**config.mk**
```make
export PLATFORM = sky130hd
export DESIGN_NAME = lfs_supervisor
export DESIGN_NICKNAME = d
export VERILOG_FILES = /design/src/lfs_pkg.sv /design/src/lfs_supervisor.sv
export VERILOG_INCLUDE_DIRS = /design/src
export SDC_FILE = /design/constraint.sdc
export NUM_CORES = 1
export LEC_CHECK = 0
export BUFFER_PORTS_ARGS = -buffer_cell sky130_fd_sc_hd__buf_2
export CORE_ASPECT_RATIO = 0.6
export CORE_MARGIN = 3
export CORE_UTILIZATION = 50
export DETAILED_ROUTE_END_ITERATION = 6
export PLACE_DENSITY = 0.72
export SLEW_MARGIN = 20
export SYNTH_ARGS = -nofsm -noshare
export SYNTH_HDL_FRONTEND = slang
export SYNTH_SLANG_ARGS = --single-unit
```
**constraint.sdc**
```tcl
create_clock -name pclk -period 3 [get_ports pclk]
set_input_delay 0.3 -clock pclk [delete_from_list [all_inputs] [get_ports pclk]]
set_output_delay 0.3 -clock pclk [all_outputs]
set_load 0.01 [all_outputs]
```
**src/lfs_defs.svh**
```systemverilog
`ifndef LFS_DEFS_SVH
`define LFS_DEFS_SVH

// Register byte offsets on the APB bus.
`define LFS_OFS_STATUS   8'h00
`define LFS_OFS_CONTROL  8'h04
`define LFS_OFS_DISPLAY  8'h08
`define LFS_OFS_COUNT    8'h0C

// Control, display and count register fields.
`define LFS_CTL_ALLOW    0
`define LFS_CTL_CLEAR    1
`define LFS_DISP_VALID   8
`define LFS_CNT_TRIG_LO  8

// Alarm bit positions.
`define LFS_ER_INTLK     11
`define LFS_ER_FUSE1     6
`define LFS_ER_FUSE2     7
`define LFS_ER_BACKREF   8
`define LFS_ER_UNDERPW   9
`define LFS_ER_OVERPW    10
`define LFS_ER_FIBLOOP   12
`define LFS_ER_EXTMIS    13
`define LFS_ER_SUPSTART  14
`define LFS_ER_STARTDIAG 15
`define LFS_ER_SUPEARLY  16
`define LFS_ER_SUPLATE   17
`define LFS_ER_EXTB_SD   18
`define LFS_ER_EXTA_SD   19
`define LFS_ER_FIBER_SD  20
`define LFS_ER_NOZZ_SD   21
`define LFS_ER_TRIG_SD   22
`define LFS_ER_VOLT      23
`define LFS_ER_CURR      24
`define LFS_ER_NOZZ_UP   25
`define LFS_ER_TRIG_UP   26
`define LFS_ER_THERMAL   27
`define LFS_ER_NOZZ_CNT  28
`define LFS_ER_TRIG_CNT  29
`define LFS_ER_GAS       30
`define LFS_ER_FAN       31

// Alarms cleared only by a power cycle.
`define LFS_POWER_ONLY   32'h0003C800
// Reset values.
`define LFS_ALARM_RST    32'h00000000
`define LFS_CNT_RST      5'h00

// Emission counting and timing.
`define LFS_EMIT_LIMIT   5'h19
`define LFS_CLK_HZ       20000000
`define LFS_FAN_DELAY_S  30
`define LFS_GAS_DELAY_MS 100

`endif

```
**src/lfs_pkg.sv**
```systemverilog
package lfs_pkg;

	// Emission sequencing states.
	typedef enum logic [1:0] {
		LFS_EM_IDLE,
		LFS_EM_START,
		LFS_EM_RUN
	} lfs_emis_e;

	typedef logic [31:0] lfs_alarm_t;

endpackage

```
**src/lfs_supervisor.sv**
```systemverilog
// Added by the designer: the APB slave port and the register addresses.
`timescale 1ns/100ps
`include "lfs_defs.svh"

module lfs_supervisor #(
	parameter int FAN_DELAY_CYC = `LFS_FAN_DELAY_S * `LFS_CLK_HZ,
	parameter int GAS_DELAY_CYC = `LFS_GAS_DELAY_MS * (`LFS_CLK_HZ / 1000)
) (
	// Clock and reset.
	input  wire logic        pclk,
	input  wire logic        presetn,
	// APB slave.
	input  wire logic        psel,
	input  wire logic        penable,
	input  wire logic        pwrite,
	input  wire logic [7:0]  paddr,
	input  wire logic [31:0] pwdata,
	output logic [31:0]      prdata,
	output logic             pready,
	output logic             pslverr,
	// Interlocks high when closed; trigger 2 high when pressed, faults high, start checks high when ok.
	input  wire logic        nozzle_closed,
	input  wire logic        trig1_closed,
	input  wire logic        trig2_pressed,
	input  wire logic        fiber_closed,
	input  wire logic        ext_a_closed,
	input  wire logic        ext_b_closed,
	input  wire logic        fiber_loop_fault,
	input  wire logic        safety_loop_fault,
	input  wire logic        remote_start_ok,
	input  wire logic        all_safe_ok,
	// Laser supply and optical monitors.
	input  wire logic        supply_enable,
	input  wire logic        supply_volt_ok,
	input  wire logic        supply_curr_ok,
	input  wire logic        fuse1_over,
	input  wire logic        fuse2_over,
	input  wire logic        back_refl_over,
	input  wire logic        power_under,
	input  wire logic        power_over,
	input  wire logic        thermal_hot,
	// Gas, fans and emission request.
	input  wire logic        gas_ok,
	input  wire logic        fan1_spin,
	input  wire logic        fan2_spin,
	input  wire logic        emission_req,
	// Outputs to the laser and front panel.
	output logic             emission_on,
	output logic             error_led,
	output logic [4:0]       display_code,
	output logic             display_valid
);

	// Returns the index of the highest set bit.
	function automatic logic [4:0] top_bit(input logic [31:0] v);
		logic [4:0] r;
		r = 5'h00;
		for (int i = 0; i < 32; i++) begin
			if (v[i]) begin
				r = 5'(i);
			end
		end
		return r;
	endfunction

	lfs_pkg::lfs_alarm_t alarm;
	lfs_pkg::lfs_alarm_t next_alarm;
	lfs_pkg::lfs_alarm_t set_vec;
	lfs_pkg::lfs_alarm_t cause_gone;
	lfs_pkg::lfs_alarm_t clr_vec;
	lfs_pkg::lfs_emis_e  state;
	lfs_pkg::lfs_emis_e  next_state;
	logic        start_done;
	logic        at_start;
	logic        emis_prev;
	logic        req_prev;
	logic        trig1_prev;
	logic        allow;
	logic        sw_clear;
	logic [4:0]  nozz_cnt;
	logic [4:0]  trig_cnt;
	logic [29:0] fan_timer;
	logic [29:0] gas_timer;
	logic        fan_armed;
	logic        gas_ready;
	logic        wr_en;
	logic        rd_setup;
	logic        addr_ok;
	logic        trig_press;
	logic        clr_req;
	logic        interlocks_ok;
	logic        emis_rise;
	logic        req_rise;
	logic        running;
	logic [31:0] rd_mux;

	// APB decode; every access completes in the access cycle.
	assign addr_ok  = (paddr == `LFS_OFS_STATUS) || (paddr == `LFS_OFS_CONTROL) ||
		(paddr == `LFS_OFS_DISPLAY) || (paddr == `LFS_OFS_COUNT);
	assign wr_en    = psel && penable && pwrite && addr_ok;
	assign rd_setup = psel && !penable && !pwrite;
	assign pready   = psel && penable;
	assign pslverr  = psel && penable && !addr_ok;
	assign sw_clear = wr_en && (paddr == `LFS_OFS_CONTROL) && pwdata[`LFS_CTL_CLEAR];

	// Read data selection; the whole alarm set is one word.
	assign rd_mux = (paddr == `LFS_OFS_STATUS)  ? alarm :
		(paddr == `LFS_OFS_CONTROL) ? {31'h00000000, allow} :
		(paddr == `LFS_OFS_DISPLAY) ? {23'h000000, display_valid, 3'h0, display_code} :
		(paddr == `LFS_OFS_COUNT)   ? {19'h00000, trig_cnt, 3'h0, nozz_cnt} :
		32'h00000000;

	// Read data is captured in the setup cycle and held through the access.
	always_ff @(posedge pclk or negedge presetn) begin
		if (!presetn) begin
			prdata <= 32'h00000000;
		end else if (rd_setup) begin
			prdata <= rd_mux;
		end
	end

	// Software emission permission.
	always_ff @(posedge pclk or negedge presetn) begin
		if (!presetn) begin
			allow <= 1'b0;
		end else if (wr_en && paddr == `LFS_OFS_CONTROL) begin
			allow <= pwdata[`LFS_CTL_ALLOW];
		end
	end

	// Edge history and the one-cycle startup sample window.
	always_ff @(posedge pclk or negedge presetn) begin
		if (!presetn) begin
			start_done <= 1'b0;
			emis_prev  <= 1'b0;
			req_prev   <= 1'b0;
			trig1_prev <= 1'b1;
		end else begin
			start_done <= 1'b1;
			emis_prev  <= emission_on;
			req_prev   <= emission_req;
			trig1_prev <= trig1_closed;
		end
	end
	assign at_start = !start_done;

	// A clear attempt comes from software or from a fresh trigger-1 press.
	assign trig_press = trig1_closed && !trig1_prev && !trig2_pressed;
	assign clr_req    = sw_clear || trig_press;

	// Fan monitor starts after the startup delay; gas pre-flow timer.
	always_ff @(posedge pclk or negedge presetn) begin
		if (!presetn) begin
			fan_timer <= 30'h00000000;
			gas_timer <= 30'h00000000;
		end else begin
			if (!fan_armed) begin
				fan_timer <= fan_timer + 30'h00000001;
			end
			if (!gas_ok) begin
				gas_timer <= 30'h00000000;
			end else if (!gas_ready) begin
				gas_timer <= gas_timer + 30'h00000001;
			end
		end
	end
	assign fan_armed = fan_timer >= 30'(FAN_DELAY_CYC);
	assign gas_ready = gas_timer >= 30'(GAS_DELAY_CYC);

	// Emission sequencing: start cycle checks the supply, then run.
	assign interlocks_ok = nozzle_closed && trig1_closed && fiber_closed && ext_a_closed && ext_b_closed;
	assign running       = state != lfs_pkg::LFS_EM_IDLE;
	assign emis_rise     = state == lfs_pkg::LFS_EM_START;
	assign req_rise      = emission_req && !req_prev;

	// Any alarm or open interlock drops emission on the next edge.
	always_comb begin
		next_state = state;
		unique case (state)
			lfs_pkg::LFS_EM_IDLE: begin
				if (emission_req && allow && gas_ready && interlocks_ok && alarm == 32'h00000000 && start_done) begin
					next_state = lfs_pkg::LFS_EM_START;
				end
			end
			lfs_pkg::LFS_EM_START, lfs_pkg::LFS_EM_RUN: begin
				if (!emission_req || !interlocks_ok || !allow || next_alarm != 32'h00000000) begin
					next_state = lfs_pkg::LFS_EM_IDLE;
				end else begin
					next_state = lfs_pkg::LFS_EM_RUN;
				end
			end
		endcase
	end

	always_ff @(posedge pclk or negedge presetn) begin
		if (!presetn) begin
			state       <= lfs_pkg::LFS_EM_IDLE;
			emission_on <= 1'b0;
		end else begin
			state       <= next_state;
			emission_on <= next_state != lfs_pkg::LFS_EM_IDLE;
		end
	end

	// Emission counters since the nozzle or trigger-1 last opened.
	always_ff @(posedge pclk or negedge presetn) begin
		if (!presetn) begin
			nozz_cnt <= `LFS_CNT_RST;
			trig_cnt <= `LFS_CNT_RST;
		end else begin
			if (!nozzle_closed) begin
				nozz_cnt <= `LFS_CNT_RST;
			end else if (emis_rise && nozz_cnt != `LFS_EMIT_LIMIT) begin
				nozz_cnt <= nozz_cnt + 5'h01;
			end
			if (!trig1_closed) begin
				trig_cnt <= `LFS_CNT_RST;
			end else if (emis_rise && trig_cnt != `LFS_EMIT_LIMIT) begin
				trig_cnt <= trig_cnt + 5'h01;
			end
		end
	end

	// Alarm causes, one term per bit.
	always_comb begin
		set_vec = 32'h00000000;
		set_vec[`LFS_ER_FUSE1]     = fuse1_over;
		set_vec[`LFS_ER_FUSE2]     = fuse2_over;
		set_vec[`LFS_ER_BACKREF]   = back_refl_over;
		set_vec[`LFS_ER_UNDERPW]   = power_under;
		set_vec[`LFS_ER_OVERPW]    = power_over;
		set_vec[`LFS_ER_INTLK]     = safety_loop_fault;
		set_vec[`LFS_ER_FIBLOOP]   = fiber_loop_fault;
		set_vec[`LFS_ER_EXTMIS]    = ext_a_closed != ext_b_closed;
		set_vec[`LFS_ER_SUPSTART]  = at_start && supply_enable;
		set_vec[`LFS_ER_STARTDIAG] = at_start && (!fiber_closed || !remote_start_ok || !all_safe_ok);
		set_vec[`LFS_ER_SUPEARLY]  = start_done && !running && !emis_prev && supply_enable;
		set_vec[`LFS_ER_SUPLATE]   = emis_rise && !supply_enable;
		set_vec[`LFS_ER_EXTB_SD]   = running && !ext_b_closed;
		set_vec[`LFS_ER_EXTA_SD]   = running && !ext_a_closed;
		set_vec[`LFS_ER_FIBER_SD]  = running && !fiber_closed;
		set_vec[`LFS_ER_NOZZ_SD]   = running && !nozzle_closed;
		set_vec[`LFS_ER_TRIG_SD]   = running && !trig1_closed;
		set_vec[`LFS_ER_VOLT]      = emis_rise && !supply_volt_ok;
		set_vec[`LFS_ER_CURR]      = running && !supply_curr_ok;
		set_vec[`LFS_ER_NOZZ_UP]   = at_start && nozzle_closed;
		set_vec[`LFS_ER_TRIG_UP]   = at_start && trig1_closed;
		set_vec[`LFS_ER_THERMAL]   = thermal_hot;
		set_vec[`LFS_ER_NOZZ_CNT]  = nozz_cnt == `LFS_EMIT_LIMIT;
		set_vec[`LFS_ER_TRIG_CNT]  = trig_cnt == `LFS_EMIT_LIMIT;
		set_vec[`LFS_ER_GAS]       = (running && !gas_ok) || (req_rise && !gas_ready);
		set_vec[`LFS_ER_FAN]       = fan_armed && (!fan1_spin || !fan2_spin);
	end

	// Extra conditions a bit needs before a clear may take it.
	always_comb begin
		cause_gone = ~set_vec;
		cause_gone[`LFS_ER_FIBLOOP]  = !fiber_loop_fault && !fiber_closed;
		cause_gone[`LFS_ER_EXTMIS]   = !ext_a_closed && !ext_b_closed;
		cause_gone[`LFS_ER_NOZZ_UP]  = !nozzle_closed;
		cause_gone[`LFS_ER_TRIG_UP]  = !trig1_closed;
		cause_gone[`LFS_ER_THERMAL]  = !thermal_hot && !running;
		cause_gone[`LFS_ER_NOZZ_CNT] = !nozzle_closed;
		cause_gone[`LFS_ER_TRIG_CNT] = !trig1_closed;
	end

	// Set wins over clear; power-cycle alarms never take a clear.
	assign clr_vec    = clr_req ? (cause_gone & ~`LFS_POWER_ONLY) : 32'h00000000;
	assign next_alarm = (alarm & ~clr_vec) | set_vec;

	always_ff @(posedge pclk or negedge presetn) begin
		if (!presetn) begin
			alarm <= `LFS_ALARM_RST;
		end else begin
			alarm <= next_alarm;
		end
	end

	// Front panel shows the most severe alarm only.
	always_ff @(posedge pclk or negedge presetn) begin
		if (!presetn) begin
			display_code  <= 5'h00;
			display_valid <= 1'b0;
			error_led     <= 1'b0;
		end else begin
			display_code  <= top_bit(next_alarm);
			display_valid <= next_alarm != 32'h00000000;
			error_led     <= next_alarm != 32'h00000000;
		end
	end
endmodule

```
==> results of run 1 <==
## worst paths after layout
check / from / endpoint / slack, ps / cells past startpoint
max: alarm[20] / state[1] / 370 / 7
min: emission_req / req_prev / 30 / 1
max reg2reg: alarm[20] / state[1] / 370 / 7
min reg2reg: prdata[28] / prdata[28] / 460 / 2
max in group asynchronous: presetn / emission_on / 1660 / 3
min in group asynchronous: presetn / prdata[0] / 400 / 2
## kinds of logic (layout without fill, tap and decap cells)
kind of cell | Yosys count | in the layout | synth area share, %
AOI/OAI and AO/OA | 125 | 125 | 11.97
xor gates and xnor gates | 48 | 48 | 5.932
adders and majority gates | 11 | 11 | 1.942
buffers and inverters | 62 | 163 | 3.478
DFF | 148 | 148 | 52.28
muxes | 7 | 7 | 1.271
other | 1 | 1 | 0.05292
and+or+nand+nor | 321 | 321 | 23.08
## per-stage QoR
| stage | power (mW) | setup slack [ps] | cells | utilization, % | cell area (um^2) |
|---|---|---|---|---|---|
| 6_report | 4.380 | 370.0 | 1016 | 60.72 | 8348 |
| 5_1_grt | 4.520 | 205.0 | 1016 | 60.72 | 8348 |
| 4_1_cts | 4.400 | 466.7 | 1016 | 60.72 | 8348 |
| 3_5_place_dp | 2.313 | 442.0 | 983 | 56.38 | 7752 |
| 3_3_place_gp | 2.306 | 395.0 | 983 | 56.38 | 7752 |
| 2_1_floorplan | 2.182 | 693.6 | 723 | - | 7087 |
## cells in the final DEF, fill, tap and decap left out, types with 7 or more instances in the layout
cell,netlist,routed
nand3_1,44,44
inv_1,36,36
and2_1,19,19
dfrtp_1,147,147
xnor2_1,35,35
nand2_1,99,99
xor2_1,13,13
nor4_1,10,10
clkbuf_16,0,17
or3_1,9,9
nor3_1,18,17
a21oi_1,22,22
nand4_1,14,14
a31oi_1,7,7
buf_4,1,14
ha_1,11,11
and3_1,13,13
buf_2,2,78
nor2_1,61,61
o21ai_0,31,31
## worst max-delay path, delay by kind of cell (launching register included)
family | cells | cell delay, ps
and+or+nand+nor | 5 | 1530
AOI/OAI and AO/OA | 2 | 530
DFF | 1 | 480
## final cells by class
cell class | instances | area share, %
flip-flops and latches | 148 | 44.38
multi-input cells | 513 | 37.68
repair buffers | 95 | 6.430
clock buffers | 20 | 5.591
well taps | 192 | 2.878
inverters | 36 | 1.619
clock inverters | 12 | 1.424
## power groups by stage
stage / sequential, mW / clock [mW] / combinational [mW]
floorplan: 2.09 / 0 / 0.0960
global placement: 2.09 / 0 / 0.219
detailed placement: 2.09 / 0 / 0.225
CTS: 2.05 / 2.12 / 0.227
global route: 2.05 / 2.21 / 0.253
finish: 2.05 / 2.10 / 0.226
## metal layers
metal	vias up	GRT usage (%)	share of wire, %
met5	-	0	0.049
met1	2822	38.20	49
met3	16	6.783	9.2
li1	2719	-	-
met4	2	5.447	0.99
met2	252	32.21	40
## sequential cells by signal, summed over array words and instances (netlist names)
register,flops
alarm,32
prdata,32
fan_timer,30
gas_timer,30
display_code,5
nozz_cnt,5
trig_cnt,5
state,2
allow,1
display_valid,1
emis_prev,1
emission_on,1
req_prev,1
start_done,1
trig1_prev,1
## repair_timing
action	in CTS	in global routing
setup buffers	0	0
endpoints found under the setup margin	0	0
hold endpoints to repair	52	0
hold buffers	1	0
==> results.txt, run 1 <==
RSZ-0062 raised after global routing: no
Tightest Hold Check Type: in -> reg
status: complete, no violations
Max clock buf depth: 2
Cells after Synth: 723
Area contributors post-synth: dfrtp_1 (52%), nand2_1 (5.2%), xnor2_1 (4.3%)
Gate power share: 5.2%
Die W: 159.7 um
crit path kind: reg -> reg
GP Congestion: 0.8995
vias in the first global route: 5,676
die area: 15,690 um^2
GR Overflow Total: 0
Core Region: 13,750 um^2
synth cell count leaders: dfrtp_1 (147), nand2_1 (99), nor2_1 (61), nand3_1 (44), inv_1 (36)
Vias/cell: 5.719
Pint: 3.323 mW
setup_tns: 0 ps
Switching Share: 24.12%
max-slew violations: 0
DRT Pass-1 Iters: 5
area of the multi-input gates: 3146 um^2
sequential area share after synthesis: 52.28%
Tcrit/Tclk final: 87.67%
via count: 5,811
root buffer cell: clkbuf_16
Row Count: 33
DR WL/cell: 18.04 um
HPWL after DPL: 13,440 um
count of cells resized by post-cts repair: 0
CP max stage cell: nor4_1
syn_nets: 802
Syn Area/Cell: 9.802 um^2
count leader, synth: dfrtp_1
crit path cell chain: nor4_1, nand2_1, or3_1, a2111oi_0, and4_1, nand4_1, o31ai_1
area grow syn2layout: 17.80%
first-pass GRT wire length: 29,950 um
initial antenna violation count: 1
DRT iter0 DRCs: 557
clock-pin transition on the worst setup and hold timing paths: 60 ps
largest incremental delay on the critical path: 520 ps
ys flop type: dfrtp_1
Hold Vio Cnt, Final: 0
clk_lat worst skew: 430 ps
Clock Skews: 21.16 ps
relative slew slack: 38.52%
Final setup viols: 0
final hold slack: 30.47 ps
flops & latches, synth: 148
max-cap viol count: 0
f_max: 0.3802 GHz
Final ANT Viol Nets: 0
ys async rst share: 100.0%
final net count: 890
IO Pins: 110
Critical Path AT: 2940 ps
sequential share of power: 46.9%
share of total power in the clock network: 48.0%
total wire length: 18,320 um
Storage cell area: 3705 um^2
synth warn: 0
CTS tree: yes
Antenna diodes: 0
post-synth top area share: 51.91%
share of layout cells above drive strength 1: 18.45%
critical path fanouts, max: 5
Worst Max-Slew Pin Slew: 918.2 ps
GRT Overall Usage: 24.02%
CTS buffer count: 17
VDD IR max: 0.2921 mV
Port-buffer cells: 79
htree depth: 4
min Tclk post-route: 2630 ps
nature of the critical path endpoint: register
# clock sinks: 148
pin count of the biggest net entering global routing: 56
Leakage: 3.871 nW
cell type with the largest total area after synthesis: dfrtp_1
Synth cell types: 70
Synth Cell Area: 7087 um^2
Req. time, crit path: 3310 ps
pwr/cell area: 524.6 nW/um^2
DIE HEIGHT: 98.22 um
DRC violations left: 0
Fill cells: 1,128
Initial Util: 51.54%
EDFF count, synth: 0
Critical Path Start Type: register
Net Sw Power: 1.057 mW
Note: power is estimated with default switching activity, not from simulation.
==> run 2: changes to the inputs <==
--- a/config.mk
+++ b/config.mk
@@ -6,13 +6,14 @@
 export SDC_FILE = /design/constraint.sdc
 export NUM_CORES = 1
 export LEC_CHECK = 0
+export ABC_AREA = 1
 export BUFFER_PORTS_ARGS = -buffer_cell sky130_fd_sc_hd__buf_2
 export CORE_ASPECT_RATIO = 0.6
 export CORE_MARGIN = 3
 export CORE_UTILIZATION = 50
 export DETAILED_ROUTE_END_ITERATION = 6
 export PLACE_DENSITY = 0.72
-export SLEW_MARGIN = 20
+export SLEW_MARGIN = 10
 export SYNTH_ARGS = -nofsm -noshare
 export SYNTH_HDL_FRONTEND = slang
 export SYNTH_SLANG_ARGS = --single-unit
==> run 2 against run 1 <==
  * Worst setup slack got worse by 320 ps
  * Maximum frequency decreased by 11%
  * Largest cell class unchanged
  * Power decreased by 0.68%
==> results.txt, run 2 <==
crit path kind: reg -> reg
Critical Path Start Type: register
Clock Skews: 9.650 ps (-11.51 ps)
Synth cell types: 46 (-34%)
first-pass GRT wire length: 28,530 um (-4.7%)
area grow syn2layout: 21.55%
Hold Vio Cnt, Final: 0 (unchanged)
clk_lat worst skew: 420 ps (about the same)
Syn Area/Cell: 8.526 um^2 (-13%)
setup_tns: 0 ps (unchanged)
most frequent cells in the layout: nand2_1 (155), inv_1 (146), dfrtp_1 (146)
final net count: 1,017 (+14%)
synth cell count leaders: nand2_1 (157), dfrtp_1 (147), inv_1 (147), nor2_1 (71)
EDFF count, synth: 0 (unchanged)
DIE HEIGHT: 97.82 um (-0.41%)
Cells after Synth: 824 (+14%)
Leakage: 4.333 nW (+12%)
final core utilization: 64.24% (+3.5 points)
Worst Setup SP: fan_timer[18]
count leader, synth: nand2_1
Vias/cell: 5.257 (-8.1%)
Cell Count, Final, Fillers Out: 1,138 (+12%)
GP Congestion: 0.8873 (-1.4%)
sequential area share after synthesis: 52.73% (+0.46 points)
DRT iter0 DRCs: 643 (+15%)
syn_nets: 903 (+13%)
GRT Overall Usage: 22.81% (-1.2 points)
DP Cell Count: 1,095 (+11%)
vias in the first global route: 5,562 (-2.0%)
Worst R2R Start: fan_timer[18]
DRT Pass-1 Iters: 5 (unchanged)
pwr/cell area: 509.4 nW/um^2 (-2.9%)
IO Pins: 110 (unchanged)
Initial Util: 52.85% (+1.3 points)
clock-pin transition on the worst setup and hold timing paths: 60 ps (about the same)
Max clock buf depth: 2 (unchanged)
CTS tree: yes
synth warn: 0 (unchanged)
f_max: 0.3388 GHz (-11%)
Req. time, crit path: 3300 ps (about the same)
pin count of the biggest net entering global routing: 79 (+41%)
ys async rst share: 100.0% (unchanged)
commonest non-fill, non-tap cell in the layout: nand2_1
flops & latches, synth: 148 (unchanged)
HPWL after DPL: 12,590 um (-6.3%)
Worst Hold Launch: emission_req
Antenna diodes: 0 (unchanged)
Port-buffer cells: 79 (unchanged)
ys flop type: dfrtp_1
Core Region: 13,290 um^2 (-3.3%)
htree depth: 4 (unchanged)
initial antenna violation count: 0 (-1)
RSZ-0062 raised after global routing: yes
GR Overflow Total: 0 (unchanged)
DR WL/cell: 15.52 um (-14%)
Worst Max-Slew Pin Slew: 898.3 ps (-19.84 ps)
Area contributors post-synth: dfrtp_1 (52%), nand2_1 (8.4%), inv_1 (7.9%)
critical path fanouts, max: 3 (-2)
# clock sinks: 148 (unchanged)
Die W: 159.0 um (-0.42%)
relative slew slack: 40.11% (+1.6 points)
Synth Cell Area: 7025 um^2 (-0.87%)
Critical Path AT: 3260 ps (+320 ps)
root buffer cell: clkbuf_16
nature of the critical path endpoint: register
Row Count: 32 (-3.0%)
total wire length: 17,660 um (-3.6%)
post-synth top area share: 52.36% (+0.45 points)
status: complete, no violations
CTS buffer count: 17 (unchanged)
max-slew violations: 0 (unchanged)
share of layout cells above drive strength 1: 19.56% (+1.1 points)
min Tclk post-route: 2952 ps (+321.9 ps)
die area: 15,560 um^2 (-0.82%)
Final setup viols: 0 (unchanged)
cell type with the largest total area after synthesis: dfrtp_1
via count: 5,982 (+2.9%)
DRC violations left: 0 (unchanged)
max-cap viol count: 0 (unchanged)
Tcrit/Tclk final: 98.40% (+11 points)
Final ANT Viol Nets: 0 (unchanged)
biggest regs: alarm (32), prdata (32)
Tightest Hold Check Type: in -> reg
VDD IR max: 0.3913 mV (+34%)
-- run 2: cell count changes after synthesis, moves of 10 or more --
| cell | delta |
|---|---|
| and3_1 | -13 |
| o31ai_1 | +13 |
| xnor2_1 | -29 |
| and2_1 | -19 |
| nor2_1 | +10 |
| nand2_1 | +58 |
| a21oi_1 | +16 |
| inv_1 | +111 |
-- run 2: repair_timing --
action                                  in CTS  in global routing
buffers inserted                             0                 10
resized for setup                            4                 25
hold buffers                                 1                  0
endpoints found under the hold margin       74                  0
endpoints found under the setup margin       3                 10
pin swaps                                    0                 11
-- run 2: layout make-up --
cell class / instances / area [um^2]
Fill cell: 1175 / 4753
Sequential cell: 148 / 3706
Multi-Input combinational cell: 503 / 2780
Timing Repair Buffer: 112 / 659.4
Inverter: 156 / 588.1
Clock buffer: 23 / 467.9
Tap cell: 187 / 234.0
Clock inverter: 9 / 103.9
-- run 2: kinds of logic (layout without fill, tap and decap cells) --
family	count (synthesis)	count (layout)	synth area share [%]
buf+inv	173	300	9.386
xor+xnor	26	26	3.241
flops	148	148	52.73
simple gates	337	337	21.76
fa+ha+maj	11	11	1.959
compound gates	128	128	10.86
other cells	1	1	0.05338
-- run 2: report_power, final --
part,internal [mW],total (mW),switching [mW]
clock network,1.26,2.08,0.817
registers,2.03,2.05,0.0215
logic,0.0733,0.221,0.148
-- run 2: worst max-delay path, stage by stage, from the launching register on --
cell,delay (ps)
dfrtp_2,420
nor4_4,320
o21ai_2,110
a21oi_2,150
nand2_2,110
nor2_4,110
nand3_2,90
inv_2,80
nand3_4,70
nor2_4,110
inv_2,50
nor3_2,120
nand4_2,140
nor3_4,210
nand2_2,110
nor4b_4,240
and2_4,200
nand2_2,50
xor2_1,140
-- run 2: path summary, 6_finish.rpt --
check / to / slack [ps] / cells past startpoint
max reg2reg: fan_timer[27] / 50 / 18
max in group asynchronous: trig1_prev / 1710 / 3
min reg2reg: emis_prev / 450 / 0
min: req_prev / 60 / 1
max: fan_timer[27] / 50 / 18
min in group asynchronous: gas_timer[16] / 470 / 2
-- run 2: layer usage --
layer | global-route usage [%] | part of all wire (%)
met2 | 29.48 | 40
met3 | 5.214 | 7.7
met4 | 6.052 | 1.1
met1 | 37.61 | 51
met5 | 0 | 0
-- run 2: metrics by stage --
| step | total power, mW | worst slack [ps] | cell area (um^2) | hold slack, ps |
|---|---|---|---|---|
| 6_report | 4.350 | 48.15 | 8539 | 61.57 |
| 3_5_place_dp | 2.299 | -83.06 | 7759 | 379.4 |
| 4_1_cts | 4.372 | -16.06 | 8364 | 46.78 |
| 2_1_floorplan | 2.173 | 288.4 | 7025 | 4.409 |
| 3_3_place_gp | 2.295 | 42.50 | 7759 | 377.2 |
| 5_1_grt | 4.487 | -189.8 | 8539 | 45.63 |
==> run 3: changes to the inputs <==
--- a/config.mk
+++ b/config.mk
@@ -13,6 +13,7 @@
 export CORE_UTILIZATION = 50
 export DETAILED_ROUTE_END_ITERATION = 6
 export PLACE_DENSITY = 0.72
+export REMOVE_ABC_BUFFERS = 1
 export SLEW_MARGIN = 10
 export SYNTH_ARGS = -nofsm -noshare
 export SYNTH_HDL_FRONTEND = slang
==> run 3 against run 2 <==
  * The flow now finishes with violations (setup timing)
  * Via count shrank 2.0%
  * Clock power is 5% lower
  * Clock skew up 3.6 ps
  * Global-route usage rose by 0.32 points
  * Maximum frequency shrank 3.4%
  * Routed wire length shrank 0.95%
  * Largest power group is now sequential cells
==> results.txt, run 3 (synthesis results as in run 2) <==
root buffer cell: clkbuf_16
Initial Util: 52.85% (unchanged)
Worst Hold Launch: emission_req
HPWL after DPL: 12,470 um (-1.0%)
min Tclk post-route: 3057 ps (+105.0 ps)
Clock Skews: 13.27 ps (+3.619 ps)
RSZ-0062 raised after global routing: yes
GR Overflow Total: 0 (unchanged)
biggest regs: alarm (32), prdata (32)
CTS buffer count: 17 (unchanged)
Max clock buf depth: 2 (unchanged)
Critical Path Start Type: register
share of layout cells above drive strength 1: 20.31% (+0.76 points)
Port-buffer cells: 79 (unchanged)
Core Region: 13,290 um^2 (unchanged)
via count: 5,865 (-2.0%)
Vias/cell: 5.136 (-2.3%)
Final ANT Viol Nets: 0 (unchanged)
GRT Overall Usage: 23.14% (+0.32 points)
Die W: 159.0 um (unchanged)
f_max: 0.3271 GHz (-3.4%)
IO Pins: 110 (unchanged)
DRT iter0 DRCs: 537 (-16%)
fin worst setup slack: -56.90 ps (-105.1 ps)
Req. time, crit path: 3300 ps (about the same)
clock-pin transition on the worst setup and hold timing paths: 60 ps (about the same)
most frequent cells in the layout: nand2_1 (154), dfrtp_1 (147), inv_1 (146)
Row Count: 32 (unchanged)
post-route cell area: 8605 um^2 (+0.76%)
Leakage: 4.382 nW (+1.1%)
Worst Setup SP: fan_timer[18]
initial antenna violation count: 1 (+1)
Tightest Hold Check Type: in -> reg
Tcrit/Tclk final: 101.9% (+3.5 points)
violated checks: setup timing
DRT Pass-1 Iters: 5 (unchanged)
pwr/cell area: 493.7 nW/um^2 (-3.1%)
Antenna diodes: 0 (unchanged)
final net count: 1,022 (+0.49%)
vias in the first global route: 5,520 (-0.76%)
final hold slack: 57.71 ps (-3.859 ps)
die area: 15,560 um^2 (unchanged)
first-pass GRT wire length: 28,810 um (+0.99%)
max-slew violations: 0 (unchanged)
area grow syn2layout: 22.48%
commonest non-fill, non-tap cell in the layout: nand2_1
status: finished, violations left
# clock sinks: 148 (unchanged)
nature of the critical path endpoint: register
total wire length: 17,490 um (-0.95%)
Worst Max-Slew Pin Slew: 876.2 ps (-22.08 ps)
VDD IR max: 0.2869 mV (-27%)
DRC violations left: 0 (unchanged)
DR WL/cell: 15.32 um (-1.3%)
pin count of the biggest net entering global routing: 76 (-3.8%)
max-cap viol count: 0 (unchanged)
Worst R2R Start: fan_timer[18]
htree depth: 4 (unchanged)
crit path kind: reg -> reg
Critical Path AT: 3360 ps (+100 ps)
placed cell areas: 7769 um^2 (+0.13%)
clk_lat worst skew: 430 ps (about the same)
final core utilization: 64.73% (+0.49 points)
Pwr Total: 4.248 mW (-2.3%)
GP Congestion: 0.8954 (+0.91%)
CTS tree: yes
Final setup viols: 3 (+3)
critical path fanouts, max: 4 (+1)
relative slew slack: 41.50% (+1.4 points)
DIE HEIGHT: 97.82 um (unchanged)
Hold Vio Cnt, Final: 0 (unchanged)
run 3: critical path, cell delays in order (launching register included):
cell	delay, ps
dfrtp_1	430
nor4_4	310
o21ai_1	130
a21oi_2	140
nand2_2	110
nor2_4	110
nand3_2	90
inv_2	80
nand3_4	70
nor2_4	110
inv_2	60
nor3_4	150
nand4_4	130
nor3_4	220
nand2_2	100
nor4b_4	280
and2_4	210
nand2_2	50
xor2_1	150
run 3: power breakdown:
part           switching (mW)  leakage, nW  total, mW  internal, mW
sequential             0.0193         1.94       2.05          2.03
clock                   0.842        0.252       1.98          1.14
combinational           0.147         2.19      0.222        0.0750
run 3: stage by stage:
stage               setup slack [ps]  std cells  TNS (ps)
CTS                            14.88       1128         0
floorplan                      174.0        807         0
global placement               23.11       1093         0
global route                  -252.0       1142     -1316
detailed placement            -140.4       1093    -170.6
finish                        -56.90       1142    -91.57
run 3: path summary, 6_finish.rpt:
check	slack, ps	depth (start not counted)	endpoint
worst max-delay path	-60	18	fan_timer[27]
worst min-delay path	60	1	req_prev
worst max register to register	-60	18	fan_timer[27]
worst min register to register	380	0	emis_prev
max in group asynchronous	1840	3	prdata[14]
min in group asynchronous	460	2	nozz_cnt[4]
run 3: what timing repair did:
item | in CTS | in global routing
resized for setup | 4 | 31
pin swaps | 1 | 17
endpoints found under the setup margin | 3 | 11
endpoints found under the hold margin | 72 | 0
buffers inserted | 3 | 14
hold buffers | 1 | 0
run 3: layout make-up:
cell class	count	area [um^2]
Fill cell	1110	4688
Sequential cell	148	3705
Multi-Input combinational cell	503	2810
Timing Repair Buffer	117	721.9
Inverter	156	588.1
Clock buffer	20	436.7
Tap cell	187	234.0
Clock inverter	11	108.9
run 3: routing by layer:
layer | GRT usage, % | wire length (um) | vias up
met2 | 29.87 | 6958 | 182
li1 | - | - | 2896
met4 | 6.187 | 186 | 2
met5 | 0 | 13 | -
met1 | 37.97 | 9313 | 2766
met3 | 5.596 | 1021 | 19
